===== src/inc/wdwu_map.svh =====
`ifndef WDWU_MAP_SVH
`define WDWU_MAP_SVH

// Register byte offsets
`define WDWU_OFS_CTRL 8'h00
`define WDWU_OFS_CAUSE 8'h04
`define WDWU_OFS_STAT 8'h08
`define WDWU_OFS_WAKE_EN 8'h0C
`define WDWU_OFS_PA_DATA 8'h10
`define WDWU_OFS_PA_DIR 8'h14

// Reset values
`define WDWU_CTRL_RST 8'h53
`define WDWU_CAUSE_RST 8'h00
`define WDWU_WAKE_EN_RST 8'h00
`define WDWU_PA_RST 8'hFF

// watchdog_control fields
`define WDWU_KEY_MSB 7
`define WDWU_KEY_LSB 3
`define WDWU_SEL_MSB 2
`define WDWU_KEY_EN 5'h0A
`define WDWU_KEY_DIS 5'h15

// Status and cause bit positions
`define WDWU_STAT_PDF 0
`define WDWU_STAT_TO 1
`define WDWU_STAT_SLEEP 2
`define WDWU_CAUSE_KEY 0

// Counter shape and delay
`define WDWU_CNT_W 15
`define WDWU_CNT_MAX 15'h7FFF
`define WDWU_SEL_TOP 3'h7
`define WDWU_KEY_DLY 4

`endif


===== src/inc/wdwu_pkg.sv =====
package wdwu_pkg;
   typedef enum logic {WDWU_RUN, WDWU_SLEEP} wdwu_state_t;
   typedef logic [7:0] wdwu_byte_t;
   typedef logic [31:0] wdwu_word_t;
endpackage


===== src/wdwu_unit.sv =====
// What this block does
// - Sleep wakes on port edge, interrupt, overflow
// - Halt enters sleep, sets power-down flag
// - Power-up and clear-watchdog clear power-down flag
// - Sleep overflow sets timeout, clears PC, SP
// - Enabled port A falling edge wakes, resumes
// - Disabled interrupt or full stack resumes
// - Interrupt pending at halt cannot wake
// - Timeout is two to eight-plus-select ticks
// - Key disables, enables, else resets device
// - Illegal key resets after delay, sets flag
// - Key error flag set by hardware only
// - Key holds enable pattern after power-on
// - Run-mode overflow resets like power-on, timeout
// - Bad key write, clear, halt clear counter
// - Power-on reset clears program counter
// - Power-on sets port data, direction high
// - Flags encode power-on, run, sleep resets
// - Halt clears counter and timeout flag
`timescale 1ns/100ps
`include "wdwu_map.svh"

module wdwu_unit #(
   parameter int NIRQ = 4,
   parameter int KEY_DLY = `WDWU_KEY_DLY
) (
   input wire logic clk_i,
   input wire logic rst_i,
   input wire logic [7:0] wb_adr_i,
   input wire wdwu_pkg::wdwu_word_t wb_dat_i,
   output wdwu_pkg::wdwu_word_t wb_dat_o,
   input wire logic wb_we_i,
   input wire logic [3:0] wb_sel_i,
   input wire logic wb_cyc_i,
   input wire logic wb_stb_i,
   output logic wb_ack_o,
   input wire logic low_speed_rc_osc_i,
   input wire wdwu_pkg::wdwu_byte_t porta_i,
   input wire logic halt_i,
   input wire logic clear_watchdog_instruction_i,
   input wire logic [NIRQ-1:0] irq_req_i,
   input wire logic [NIRQ-1:0] irq_en_i,
   input wire logic stack_full_i,
   output logic sleep_o,
   output logic wake_resume_o,
   output logic wake_service_o,
   output logic pc_sp_clear_o,
   output logic sys_reset_o,
   output wdwu_pkg::wdwu_byte_t porta_data_o,
   output wdwu_pkg::wdwu_byte_t porta_dir_o,
   output logic power_down_flag_o,
   output logic wdt_timeout_flag_o
);
   import wdwu_pkg::*;

   function automatic logic hit(input logic [7:0] adr, input logic [7:0] ofs);
      hit = (adr[7:2] == ofs[7:2]);
   endfunction

   function automatic logic key_ok(input logic [4:0] key);
      key_ok = (key == `WDWU_KEY_EN) || (key == `WDWU_KEY_DIS);
   endfunction

   function automatic logic [`WDWU_CNT_W-1:0] limit(input logic [2:0] sel);
      limit = `WDWU_CNT_MAX >> (`WDWU_SEL_TOP - sel);
   endfunction

   wdwu_state_t state_q;
   wdwu_byte_t ctrl_q, wake_en_q, pa_data_q, pa_dir_q, dat_q;
   wdwu_byte_t pa_sync1_q, pa_sync2_q, pa_prev_q;
   logic [1:0] low_speed_rc_osc_sync_q;
   logic low_speed_rc_osc_prev_q, ack_q, sys_rst_q, pdf_q, to_q, key_flag_q;
   logic wake_res_q, wake_svc_q, pc_sp_q;
   logic [`WDWU_CNT_W-1:0] cnt_q;
   logic [7:0] kdly_q;
   logic [NIRQ-1:0] irq_armed_q;

   logic init, req, wr, low_speed_rc_osc_tick, wdt_on, key_bad, bad_wr;
   logic wdt_ovf, run_ovf, slp_ovf, key_fire, soft_rst, halt_ev;
   logic sleeping, pa_wake, irq_wake, service_ok, wake_any;
   logic [2:0] sel;
   logic [4:0] key;
   wdwu_byte_t pa_fall;
   logic [NIRQ-1:0] irq_hit;

   // Internal resets restore power-on values except the cause flags
   assign init = rst_i | sys_rst_q;
   assign req = wb_cyc_i & wb_stb_i;
   // Writes land on the edge where ack is seen by the master
   assign wr = req & wb_we_i & ack_q & wb_sel_i[0];
   assign key = ctrl_q[`WDWU_KEY_MSB:`WDWU_KEY_LSB];
   assign sel = ctrl_q[`WDWU_SEL_MSB:0];
   assign wdt_on = (key == `WDWU_KEY_EN);
   assign key_bad = !key_ok(key);
   assign bad_wr = wr & hit(wb_adr_i, `WDWU_OFS_CTRL)
      & !key_ok(wb_dat_i[`WDWU_KEY_MSB:`WDWU_KEY_LSB]);
   assign sleeping = (state_q == WDWU_SLEEP);
   assign halt_ev = halt_i & !sleeping;
   assign low_speed_rc_osc_tick = low_speed_rc_osc_sync_q[1] & ~low_speed_rc_osc_prev_q;
   assign wdt_ovf = wdt_on & low_speed_rc_osc_tick & (cnt_q >= limit(sel));
   assign run_ovf = wdt_ovf & !sleeping;
   assign slp_ovf = wdt_ovf & sleeping;
   assign key_fire = key_bad & low_speed_rc_osc_tick
      & (kdly_q == 8'(KEY_DLY - 1));
   assign soft_rst = run_ovf | key_fire;
   assign pa_fall = pa_prev_q & ~pa_sync2_q & wake_en_q;
   assign pa_wake = |pa_fall;
   assign irq_hit = irq_req_i & irq_armed_q;
   assign irq_wake = |irq_hit;
   assign service_ok = (|(irq_hit & irq_en_i)) & !stack_full_i;
   assign wake_any = sleeping & (pa_wake | irq_wake | slp_ovf);

   assign wb_ack_o = ack_q;
   assign wb_dat_o = {24'h000000, dat_q};
   assign sleep_o = sleeping;
   assign wake_resume_o = wake_res_q;
   assign wake_service_o = wake_svc_q;
   assign pc_sp_clear_o = pc_sp_q;
   assign sys_reset_o = sys_rst_q;
   assign porta_data_o = pa_data_q;
   assign porta_dir_o = pa_dir_q;
   assign power_down_flag_o = pdf_q;
   assign wdt_timeout_flag_o = to_q;

   // Pin synchronisers; edges only look past the second stage
   always_ff @(posedge clk_i) begin
      if (rst_i) begin
         low_speed_rc_osc_sync_q <= 2'h0;
         low_speed_rc_osc_prev_q <= 1'b0;
         pa_sync1_q <= 8'hFF;
         pa_sync2_q <= 8'hFF;
         pa_prev_q <= 8'hFF;
      end else begin
         low_speed_rc_osc_sync_q <= {low_speed_rc_osc_sync_q[0], low_speed_rc_osc_i};
         low_speed_rc_osc_prev_q <= low_speed_rc_osc_sync_q[1];
         pa_sync1_q <= porta_i;
         pa_sync2_q <= pa_sync1_q;
         pa_prev_q <= pa_sync2_q;
      end
   end

   // Bus slave: one wait state, unmapped reads return zero
   always_ff @(posedge clk_i) begin
      if (rst_i) begin
         ack_q <= 1'b0;
         dat_q <= 8'h00;
      end else begin
         ack_q <= req & !ack_q;
         if (req & !ack_q) begin
            if (hit(wb_adr_i, `WDWU_OFS_CTRL))
               dat_q <= ctrl_q;
            else if (hit(wb_adr_i, `WDWU_OFS_CAUSE))
               dat_q <= {7'h00, key_flag_q};
            else if (hit(wb_adr_i, `WDWU_OFS_STAT))
               dat_q <= {5'h00, sleeping, to_q, pdf_q};
            else if (hit(wb_adr_i, `WDWU_OFS_WAKE_EN))
               dat_q <= wake_en_q;
            else if (hit(wb_adr_i, `WDWU_OFS_PA_DATA))
               dat_q <= pa_data_q;
            else if (hit(wb_adr_i, `WDWU_OFS_PA_DIR))
               dat_q <= pa_dir_q;
            else
               dat_q <= 8'h00;
         end
      end
   end

   always_ff @(posedge clk_i) begin
      if (init)
         ctrl_q <= `WDWU_CTRL_RST;
      else if (wr & hit(wb_adr_i, `WDWU_OFS_CTRL))
         ctrl_q <= wb_dat_i[7:0];
   end

   always_ff @(posedge clk_i) begin
      if (init) begin
         pa_data_q <= `WDWU_PA_RST;
         pa_dir_q <= `WDWU_PA_RST;
         wake_en_q <= `WDWU_WAKE_EN_RST;
      end else begin
         if (wr & hit(wb_adr_i, `WDWU_OFS_PA_DATA))
            pa_data_q <= wb_dat_i[7:0];
         if (wr & hit(wb_adr_i, `WDWU_OFS_PA_DIR))
            pa_dir_q <= wb_dat_i[7:0];
         if (wr & hit(wb_adr_i, `WDWU_OFS_WAKE_EN))
            wake_en_q <= wb_dat_i[7:0];
      end
   end

   always_ff @(posedge clk_i) begin
      if (init | halt_ev | clear_watchdog_instruction_i | bad_wr | wdt_ovf)
         cnt_q <= '0;
      else if (wdt_on & low_speed_rc_osc_tick)
         cnt_q <= cnt_q + 1'b1;
   end

   always_ff @(posedge clk_i) begin
      if (init | !key_bad)
         kdly_q <= 8'h00;
      else if (low_speed_rc_osc_tick)
         kdly_q <= kdly_q + 8'h01;
   end

   always_ff @(posedge clk_i) begin
      if (rst_i)
         sys_rst_q <= 1'b0;
      else
         sys_rst_q <= soft_rst;
   end

   always_ff @(posedge clk_i) begin
      if (rst_i)
         pc_sp_q <= 1'b1;
      else
         pc_sp_q <= soft_rst | slp_ovf;
   end

   always_ff @(posedge clk_i) begin
      if (rst_i)
         pdf_q <= 1'b0;
      else if (halt_ev)
         pdf_q <= 1'b1;
      else if (clear_watchdog_instruction_i)
         pdf_q <= 1'b0;
   end

   always_ff @(posedge clk_i) begin
      if (rst_i)
         to_q <= 1'b0;
      else if (wdt_ovf)
         to_q <= 1'b1;
      else if (halt_ev)
         to_q <= 1'b0;
   end

   always_ff @(posedge clk_i) begin
      if (rst_i)
         key_flag_q <= 1'b0;
      else if (key_fire)
         key_flag_q <= 1'b1;
      else if (wr & hit(wb_adr_i, `WDWU_OFS_CAUSE)
               & !wb_dat_i[`WDWU_CAUSE_KEY])
         key_flag_q <= 1'b0;
   end

   always_ff @(posedge clk_i) begin
      if (init)
         irq_armed_q <= '0;
      else if (halt_ev)
         irq_armed_q <= ~irq_req_i;
   end

   always_ff @(posedge clk_i) begin
      if (init)
         state_q <= WDWU_RUN;
      else begin
         unique case (state_q)
            WDWU_RUN: begin
               if (halt_i)
                  state_q <= WDWU_SLEEP;
            end
            WDWU_SLEEP: begin
               if (wake_any)
                  state_q <= WDWU_RUN;
            end
         endcase
      end
   end

   always_ff @(posedge clk_i) begin
      if (init) begin
         wake_res_q <= 1'b0;
         wake_svc_q <= 1'b0;
      end else begin
         wake_res_q <= wake_any & !slp_ovf & !(irq_wake & service_ok);
         wake_svc_q <= wake_any & !slp_ovf & irq_wake & service_ok;
      end
   end
endmodule


===== config.mk =====
export PLATFORM = sky130hd
export DESIGN_NAME = wdwu_unit
export DESIGN_NICKNAME = d
export VERILOG_FILES = /design/src/inc/wdwu_pkg.sv /design/src/wdwu_unit.sv
export VERILOG_INCLUDE_DIRS = /design/src /design/src/inc
export SDC_FILE = /design/constraint.sdc
export NUM_CORES = 1
export LEC_CHECK = 0
export BUFFER_PORTS_ARGS = -buffer_cell sky130_fd_sc_hd__buf_2
export CAP_MARGIN = 10
export CORE_ASPECT_RATIO = 1.25
export CORE_MARGIN = 3
export CORE_UTILIZATION = 56
export DETAILED_ROUTE_END_ITERATION = 6
export PLACE_DENSITY = 0.83
export SYNTH_ARGS = -nofsm -noshare
export SYNTH_HDL_FRONTEND = slang
export SYNTH_SLANG_ARGS = --single-unit

===== constraint.sdc =====
create_clock -name clk_i -period 5.7 [get_ports clk_i]
set_clock_uncertainty 0.2 [all_clocks]
set_input_delay 0.285 -clock clk_i [delete_from_list [all_inputs] [get_ports clk_i]]
set_output_delay 0.285 -clock clk_i [all_outputs]
set_load 0.005 [all_outputs]

==> results of run 1 <==
layer usage:
layer	track usage (%)	vias to the layer above	part of all wire, %	routed length (um)
met4	13.5	0	4.3	446
met5	0	-	0	0
met1	25.8	1817	39	4060
met3	3.37	33	5.2	547
li1	-	1878	-	-
met2	40.3	139	52	5390
state kept, by name, summed over array words and instances (netlist names), 2 cells and up:
| register | flops |
|---|---|
| ctrl_q | 8 |
| cnt_q | 15 |
| dat_q | 8 |
| pa_sync2_q | 8 |
| irq_armed_q | 4 |
| kdly_q | 8 |
| low_speed_rc_osc_sync_q | 2 |
| wake_en_q | 8 |
| pa_sync1_q | 8 |
| pa_prev_q | 8 |
| porta_dir_o | 8 |
| porta_data_o | 8 |
worst max-delay path by stage:
stage / startpoint / to / cells past startpoint
after global placement: ctrl_q[2] / pc_sp_clear_o / 7
after detailed placement: ctrl_q[2] / pc_sp_clear_o / 7
after floorplan: ctrl_q[2] / pc_sp_clear_o / 8
after CTS: ctrl_q[2] / pc_sp_clear_o / 7
after global routing: ctrl_q[2] / pc_sp_clear_o / 7
final: ctrl_q[2] / pc_sp_clear_o / 7
cells by family after synthesis:
logic type / synth area share, %
flip-flops: 44.9
AND/OR/NAND/NOR: 27.8
other: 0.0816
buffers and inverters: 6.46
XOR/XNOR: 4.00
multiplexers: 6.56
AO/OA/AOI/OAI: 7.79
adder cells (fa/ha/maj): 2.45
report_power, final:
group          leakage (nW)  internal, mW  switching [mW]
logic                  1.08        0.0435          0.0543
registers             0.839         0.735         0.00851
clock network         0.104         0.176           0.282
total                  2.02         0.954           0.345
stage by stage:
step           setup WS, ps  power, mW
6_report               3050       1.30
4_1_cts                3020       1.30
3_5_place_dp           3050      0.846
3_3_place_gp           3100      0.843
2_1_floorplan          3270      0.822
5_1_grt                2800       1.35
placed cells by master (no fill, tap or decap), drive strengths merged, types with 11 or more instances in the layout:
cell         instances
buf                 72
nor2                52
mux2i               29
a21oi               24
xnor2               12
nand3b              11
dlygate4sd3         19
conb                24
nand3               25
dfxtp              103
nor3                11
or2                 25
nand2               68
synthesized netlist by cell type (all sizes together) (7+ instances only):
cell type	n	area share, %
a21oi	24	2.6
buf	32	5.1
xor2	9	1.7
or2	25	3.4
dfxtp	103	45
nor2	52	4.4
ha	9	2.5
nor2b	7	0.95
nor4	10	2.0
nand3b	11	1.8
nand4	10	1.4
mux2i	29	6.3
nand2	68	5.7
o21ai	9	1.1
xnor2	12	2.3
clkbuf	14	1.1
nor3	11	1.4
nand3	25	2.7
worst max-delay path, cell delays in order, from the launching register on:
cell and delay (ps):
sky130_fd_sc_hd__dfxtp_1 480, sky130_fd_sc_hd__nand3_1 120, sky130_fd_sc_hd__ha_1 320, sky130_fd_sc_hd__a211oi_1 230
sky130_fd_sc_hd__nand2_1 80, sky130_fd_sc_hd__nor3_1 440, sky130_fd_sc_hd__nor2_1 200, sky130_fd_sc_hd__or3b_2 480
layout make-up:
| class | instances | area, um2 | share of cell area, % |
|---|---|---|---|
| clock inverter | 7 | 86.3 | 1.64 |
| tap | 95 | 119 | 2.25 |
| timing repair buffer | 91 | 553 | 10.5 |
| sequential | 103 | 2060 | 39.1 |
| inverter | 2 | 7.51 | 0.142 |
| multi-input combinational | 382 | 2320 | 44.0 |
| clock buffer | 9 | 124 | 2.35 |
timing repair:
item,CTS,global route
hold buffers,19,0
buffers inserted,0,0
endpoints found under the hold margin,23,0
==> qor_table.md, run 1 <==
| Parameter | This run |
|---|---|
| Result of the run | finished clean |
| Total grt overflow | 0 |
| Number of inserted diodes | 0 |
| Count of flip-flops with a built-in enable after synthesis | 0 |
| Slew at the pin closest to its max-slew limit | 1070 ps |
| Cell count after synthesis | 510 |
| Endpoint arrival time on the critical path | 2720 ps |
| Number of different library cells in the post-synthesis netlist | 49 |
| Max transition margin | 28.7% |
| Clock-pin slew of the registers on the worst-case setup and hold paths | 110 ps |
| Final core area utilization | 66.9% |
| Total clock buffers created by CTS | 9 |
| Hold Path Origin | wb_dat_i[7] |
| Power density over the cells | 246 mW/mm2 |
| Reg-to-reg critical path startpoint | ctrl_q[2] |
| Synth warn | 0 |
| Flop and latch count out of synthesis | 103 |
| Area of the core region | 0.00788 mm2 |
| Number of antenna violations at the first check in global routing | 0 |
| Resize count post-CTS | 0 |
| Fraction of final layout cells with drive strength greater than 1 | 20.7% |
| Global-route wire length before repair | 16.9 mm |
| Count of final setup violators | 0 |
| Worst reg2reg setup slack | 3050 ps |
| Aggregate routed wire length | 10.4 mm |
| WS Path Type | reg2reg |
| Largest net degree at the start of global routing | 45 |
| Vias in the first global route | 3645 |
| Die Width | 87.0 um |
| DPL Wire Length | 7.44 mm |
| Placed inst area | 0.00487 mm2 |
| Hold/Removal Path Class | in2reg |
| Final period utilization | 46.5% |
| Height of the chip | 107 um |
| Sink count of the clock tree | 103 |
| Weighted congestion reported at the end of routability-driven placement | 0.868 |
| Number of iterations in the first detailed-routing pass | 4 |
| Clock tree buffer depth | 2 |
| Final worst path period need | 2650 ps |
| Dominant register cell in the synthesized netlist | sky130_fd_sc_hd__dfxtp_1 |
| Clock insertion delay at the later pin of the skew report | 380 ps |
| Critical-path maximum fanout | 9 |
| Sequential area share after synthesis | 44.9% |
| TritonCTS clock tree | yes |
| Number of cell instances on the worst register-to-register path | 7 |
| Fill cell instance count of the final layout | 627 |
| Inst Count DP | 654 |
| Critical Path Source Type | flop |
| Async set-reset flop share out of synthesis | 0% |
| Post-Layout Inst Area | 0.00527 mm2 |
| Via count | 3867 |
| CP Capture Type | flop |
| GRT Overall Usage | 22.9% |
| Cell Count, Final, Fillers Out | 689 |
| Post-synthesis average cell area | 9.01 um2 |
| Worst hold path stage count | 3 |
| Required @ worst endpoint | 5770 ps |
| Worst reg2reg endpoint | pc_sp_clear_o |
| Vias per cell | 5.61 |
| Final Hold Vio Count | 0 |
| Area grow syn2layout | 14.8% |
| Root buf cell | sky130_fd_sc_hd__clkbuf_8 |
| Level count of the clock H-tree | 3 |
| Initial Util | 58.3% |
| Min Hold Slack | 8.55 ps |
| Die Outline Area | 0.00933 mm2 |
| Sum Neg Setup Slack | 0 ps |
| Worst supply voltage drop on vdd | 211 uV |
| Wire per inst | 15.1 um |
| Synthesized cell area | 0.00459 mm2 |
| Remaining DRCs | 0 |
| Nets | 667 |
| Max Fclk | 0.377 GHz |
| Placement Rows | 36 |
| Top-Level Pins | 125 |
| Initial detailed-routing violation count | 178 |
| Max-cap violations | 0 |
| Leakage component of the power | 2.02 nW |
| Hold endpoint | ctrl_q[7] |
| IO buf count | 71 |
| Unrepaired setup endpoints after global routing | no |
| Number of nets with antenna violations after detailed routing | 0 |
| Total count of max-transition violations in the final report | 0 |
Note: power is estimated with default switching activity, not from simulation.
==> inputs of run 2 (changes only) <==
--- a/config.mk
+++ b/config.mk
@@ -6,13 +6,14 @@
 export SDC_FILE = /design/constraint.sdc
 export NUM_CORES = 1
 export LEC_CHECK = 0
+export ABC_AREA = 1
 export BUFFER_PORTS_ARGS = -buffer_cell sky130_fd_sc_hd__buf_2
 export CAP_MARGIN = 10
 export CORE_ASPECT_RATIO = 1.25
 export CORE_MARGIN = 3
-export CORE_UTILIZATION = 56
+export CORE_UTILIZATION = 48
 export DETAILED_ROUTE_END_ITERATION = 6
-export PLACE_DENSITY = 0.83
+export PLACE_DENSITY = 0.76
 export SYNTH_ARGS = -nofsm -noshare
 export SYNTH_HDL_FRONTEND = slang
 export SYNTH_SLANG_ARGS = --single-unit
==> constraint.sdc (replaced) <==
create_clock -name clk_i -period 2.2 [get_ports clk_i]
set_clock_uncertainty 0.2 [all_clocks]
set_input_delay 0.11 -clock clk_i [delete_from_list [all_inputs] [get_ports clk_i]]
set_output_delay 0.11 -clock clk_i [all_outputs]
set_load 0.005 [all_outputs]
==> qor_table.md, run 2 <==
| Parameter | This run |
|---|---|
| Via count | 4307 |
| Number of cell instances on the worst register-to-register path | 12 |
| Count of flip-flops with a built-in enable after synthesis | 0 |
| Endpoint arrival time on the critical path | 2150 ps |
| Total count of max-transition violations in the final report | 0 |
| Hold Path Origin | rst_i |
| Reg-to-reg critical path startpoint | ctrl_q[2] |
| Most flop-heavy register | cnt_q |
| Unrepaired setup endpoints after global routing | no |
| Remaining DRCs | 0 |
| Sequential area share after synthesis | 43.9% |
| Critical Path Source Type | flop |
| Die Outline Area | 0.0110 mm2 |
| GRT Overall Usage | 22.3% |
| Level count of the clock H-tree | 3 |
| Worst reg2reg setup slack | 140 ps |
| Critical-path maximum fanout | 15 |
| Power density over the cells | 672 mW/mm2 |
| Main area contributors after synthesis | sky130_fd_sc_hd__dfxtp_1 (44%), sky130_fd_sc_hd__nand2_1 (9.4%), sky130_fd_sc_hd__nor2_1 (5.7%), sky130_fd_sc_hd__inv_1 (5.4%), sky130_fd_sc_hd__a21oi_1 (4.7%) |
| Largest net degree at the start of global routing | 30 |
| Top-Level Pins | 125 |
| Clock tree buffer depth | 2 |
| Dominant register cell in the synthesized netlist | sky130_fd_sc_hd__dfxtp_1 |
| Post-Layout Inst Area | 0.00567 mm2 |
| TritonCTS clock tree | yes |
| Number of flip-flops under the largest register name | 15 |
| Clock insertion delay at the later pin of the skew report | 350 ps |
| Top-count cell post-synth | sky130_fd_sc_hd__nand2_1 |
| DPL Wire Length | 8.24 mm |
| IO buf count | 71 |
| Result of the run | finished clean |
| Synth warn | 0 |
| Hold/Removal Path Class | in2reg |
| Wire per inst | 13.5 um |
| CP Capture Type | flop |
| Placed inst area | 0.00510 mm2 |
| Sum Neg Setup Slack | 0 ps |
| Weighted congestion reported at the end of routability-driven placement | 0.902 |
| Fraction of final layout cells with drive strength greater than 1 | 19.1% |
| Cell count after synthesis | 627 |
| Sink count of the clock tree | 103 |
| Number of antenna violations at the first check in global routing | 0 |
| Vias in the first global route | 4194 |
| Required @ worst endpoint | 2290 ps |
| Number of inserted diodes | 0 |
| Number of nets with antenna violations after detailed routing | 0 |
| Area leader, netlist | sky130_fd_sc_hd__dfxtp_1 |
| Max-cap violations | 0 |
| Number of different library cells in the post-synthesis netlist | 37 |
| Aggregate routed wire length | 11.5 mm |
| Ranking of synthesized cells by instance count | sky130_fd_sc_hd__nand2_1 (117), sky130_fd_sc_hd__dfxtp_1 (103), sky130_fd_sc_hd__nor2_1 (71), sky130_fd_sc_hd__inv_1 (68), sky130_fd_sc_hd__a21oi_1 (44) |
| Leakage component of the power | 2.57 nW |
| Highest-count cells in the layout ignoring fill and taps | sky130_fd_sc_hd__nand2_1 (117), sky130_fd_sc_hd__dfxtp_1 (100), sky130_fd_sc_hd__nor2_1 (71), sky130_fd_sc_hd__buf_2 (71), sky130_fd_sc_hd__inv_1 (68) |
| Placement Rows | 39 |
| Worst hold path stage count | 3 |
| Total grt overflow | 0 |
| Max Fclk | 0.485 GHz |
| Vias per cell | 5.06 |
| Worst supply voltage drop on vdd | 430 uV |
| Final Hold Vio Count | 0 |
| Die Width | 94.4 um |
| Root buf cell | sky130_fd_sc_hd__clkbuf_16 |
| Synthesized cell area | 0.00469 mm2 |
| Initial detailed-routing violation count | 189 |
| Nets | 802 |
| Height of the chip | 117 um |
| Async set-reset flop share out of synthesis | 0% |
| Initial Util | 50.4% |
| Global-route wire length before repair | 19.3 mm |
| Count of final setup violators | 0 |
| Total clock buffers created by CTS | 9 |
| Final period utilization | 93.8% |
| Clock-pin slew of the registers on the worst-case setup and hold paths | 80 ps |
| Number of iterations in the first detailed-routing pass | 4 |
| Fraction of post-synthesis cell area in the top cell type by area | 43.9% |
| Post-synthesis average cell area | 7.49 um2 |
| Hold endpoint | low_speed_rc_osc_sync_q[1] |
| WS Path Type | reg2reg |
| Flop and latch count out of synthesis | 103 |
| Area of the core region | 0.00932 mm2 |
| Area grow syn2layout | 20.9% |
| Most frequent standard cell in the layout excluding fill and tap cells | sky130_fd_sc_hd__nand2_1 |
| Final worst path period need | 2060 ps |
| Worst reg2reg endpoint | cnt_q[10] |
[run 2: cell types whose count changed after synthesis, moves of 8 or more]
cell	delta
sky130_fd_sc_hd__mux2i_1	-29
sky130_fd_sc_hd__nand2_1	+50
sky130_fd_sc_hd__o21ai_0	+17
sky130_fd_sc_hd__inv_1	+66
sky130_fd_sc_hd__nor2_1	+21
sky130_fd_sc_hd__nand3_1	+17
sky130_fd_sc_hd__nand3b_1	-11
sky130_fd_sc_hd__or2_2	-8
sky130_fd_sc_hd__a21oi_1	+20
sky130_fd_sc_hd__o21ai_1	+9
[run 2: cell families after synthesis]
group | count (synthesis) | synth area share (%)
AO/OA/AOI/OAI | 95 | 11.2
XOR/XNOR | 13 | 2.43
adder cells (fa/ha/maj) | 9 | 2.40
buffers and inverters | 117 | 11.7
flip-flops | 103 | 43.9
other | 1 | 0.0799
AND/OR/NAND/NOR | 289 | 28.2
[run 2: repair_timing]
item                                    in CTS  in global routing
resized for setup                            0                  5
buffers inserted                             0                  0
hold buffers                                25                  0
endpoints found under the hold margin       50                  0
endpoints found under the setup margin       0                 20
[run 2: cell type report]
cell class | count | area (um2)
inverters | 75 | 282
clock buffers | 9 | 225
multi-input cells | 430 | 2170
well taps | 123 | 154
fillers | 851 | 3650
repair buffers | 105 | 686
flip-flops and latches | 103 | 2070
clock inverters | 7 | 86.3
[run 2: critical path, stage by stage, from the launching register on]
cell                      delay, ps
sky130_fd_sc_hd__dfxtp_2        390
sky130_fd_sc_hd__nand3_1        100
sky130_fd_sc_hd__ha_1           300
sky130_fd_sc_hd__nand2_1        100
sky130_fd_sc_hd__inv_1           60
sky130_fd_sc_hd__nand2_1         70
sky130_fd_sc_hd__nand2_1         50
sky130_fd_sc_hd__a21oi_1        140
sky130_fd_sc_hd__nand3_2        120
sky130_fd_sc_hd__nand2_2        100
sky130_fd_sc_hd__nand3_2        100
sky130_fd_sc_hd__buf_12         180
sky130_fd_sc_hd__nor2_1          90
[run 2: layer usage]
metal	vias up	track usage, %	routed length (um)
li1	2180	-	-
met1	1971	26.1	4660
met2	129	39.8	5900
met3	27	4.06	600
met4	0	9.44	330
met5	-	0	0
[run 2: worst max path at each step]
stage | start | endpoint | cells after the start
6_report | ctrl_q[2] | cnt_q[10] | 12
5_1_grt | ctrl_q[2] | wake_resume_o | 12
4_1_cts | ctrl_q[1] | wake_resume_o | 12
3_5_place_dp | ctrl_q[1] | wake_resume_o | 12
3_3_place_gp | ctrl_q[2] | wake_service_o | 12
2_1_floorplan | ctrl_q[2] | cnt_q[12] | 13
[run 2: report_power, final]
part	switching (mW)	leakage (nW)	internal [mW]
Combinational	0.152	1.58	0.117
Sequential	0.0204	0.839	1.90
Clock	0.806	0.151	0.815
[run 2: metrics by stage]
step / setup WS, ps / cells / hold WS, ps / util, % / total power [mW]
3_3_place_gp: 139 / 811 / 92.3 / 54.7 / 2.19
2_1_floorplan: 175 / 650 / 0.0889 / - / 2.13
6_report: 136 / 852 / 7.98 / 60.9 / 3.81
5_1_grt: 4.29 / 852 / 36.5 / 60.9 / 3.96
3_5_place_dp: 58.7 / 811 / 95.4 / 54.7 / 2.20
4_1_cts: 10.4 / 852 / 16.7 / 60.7 / 3.84
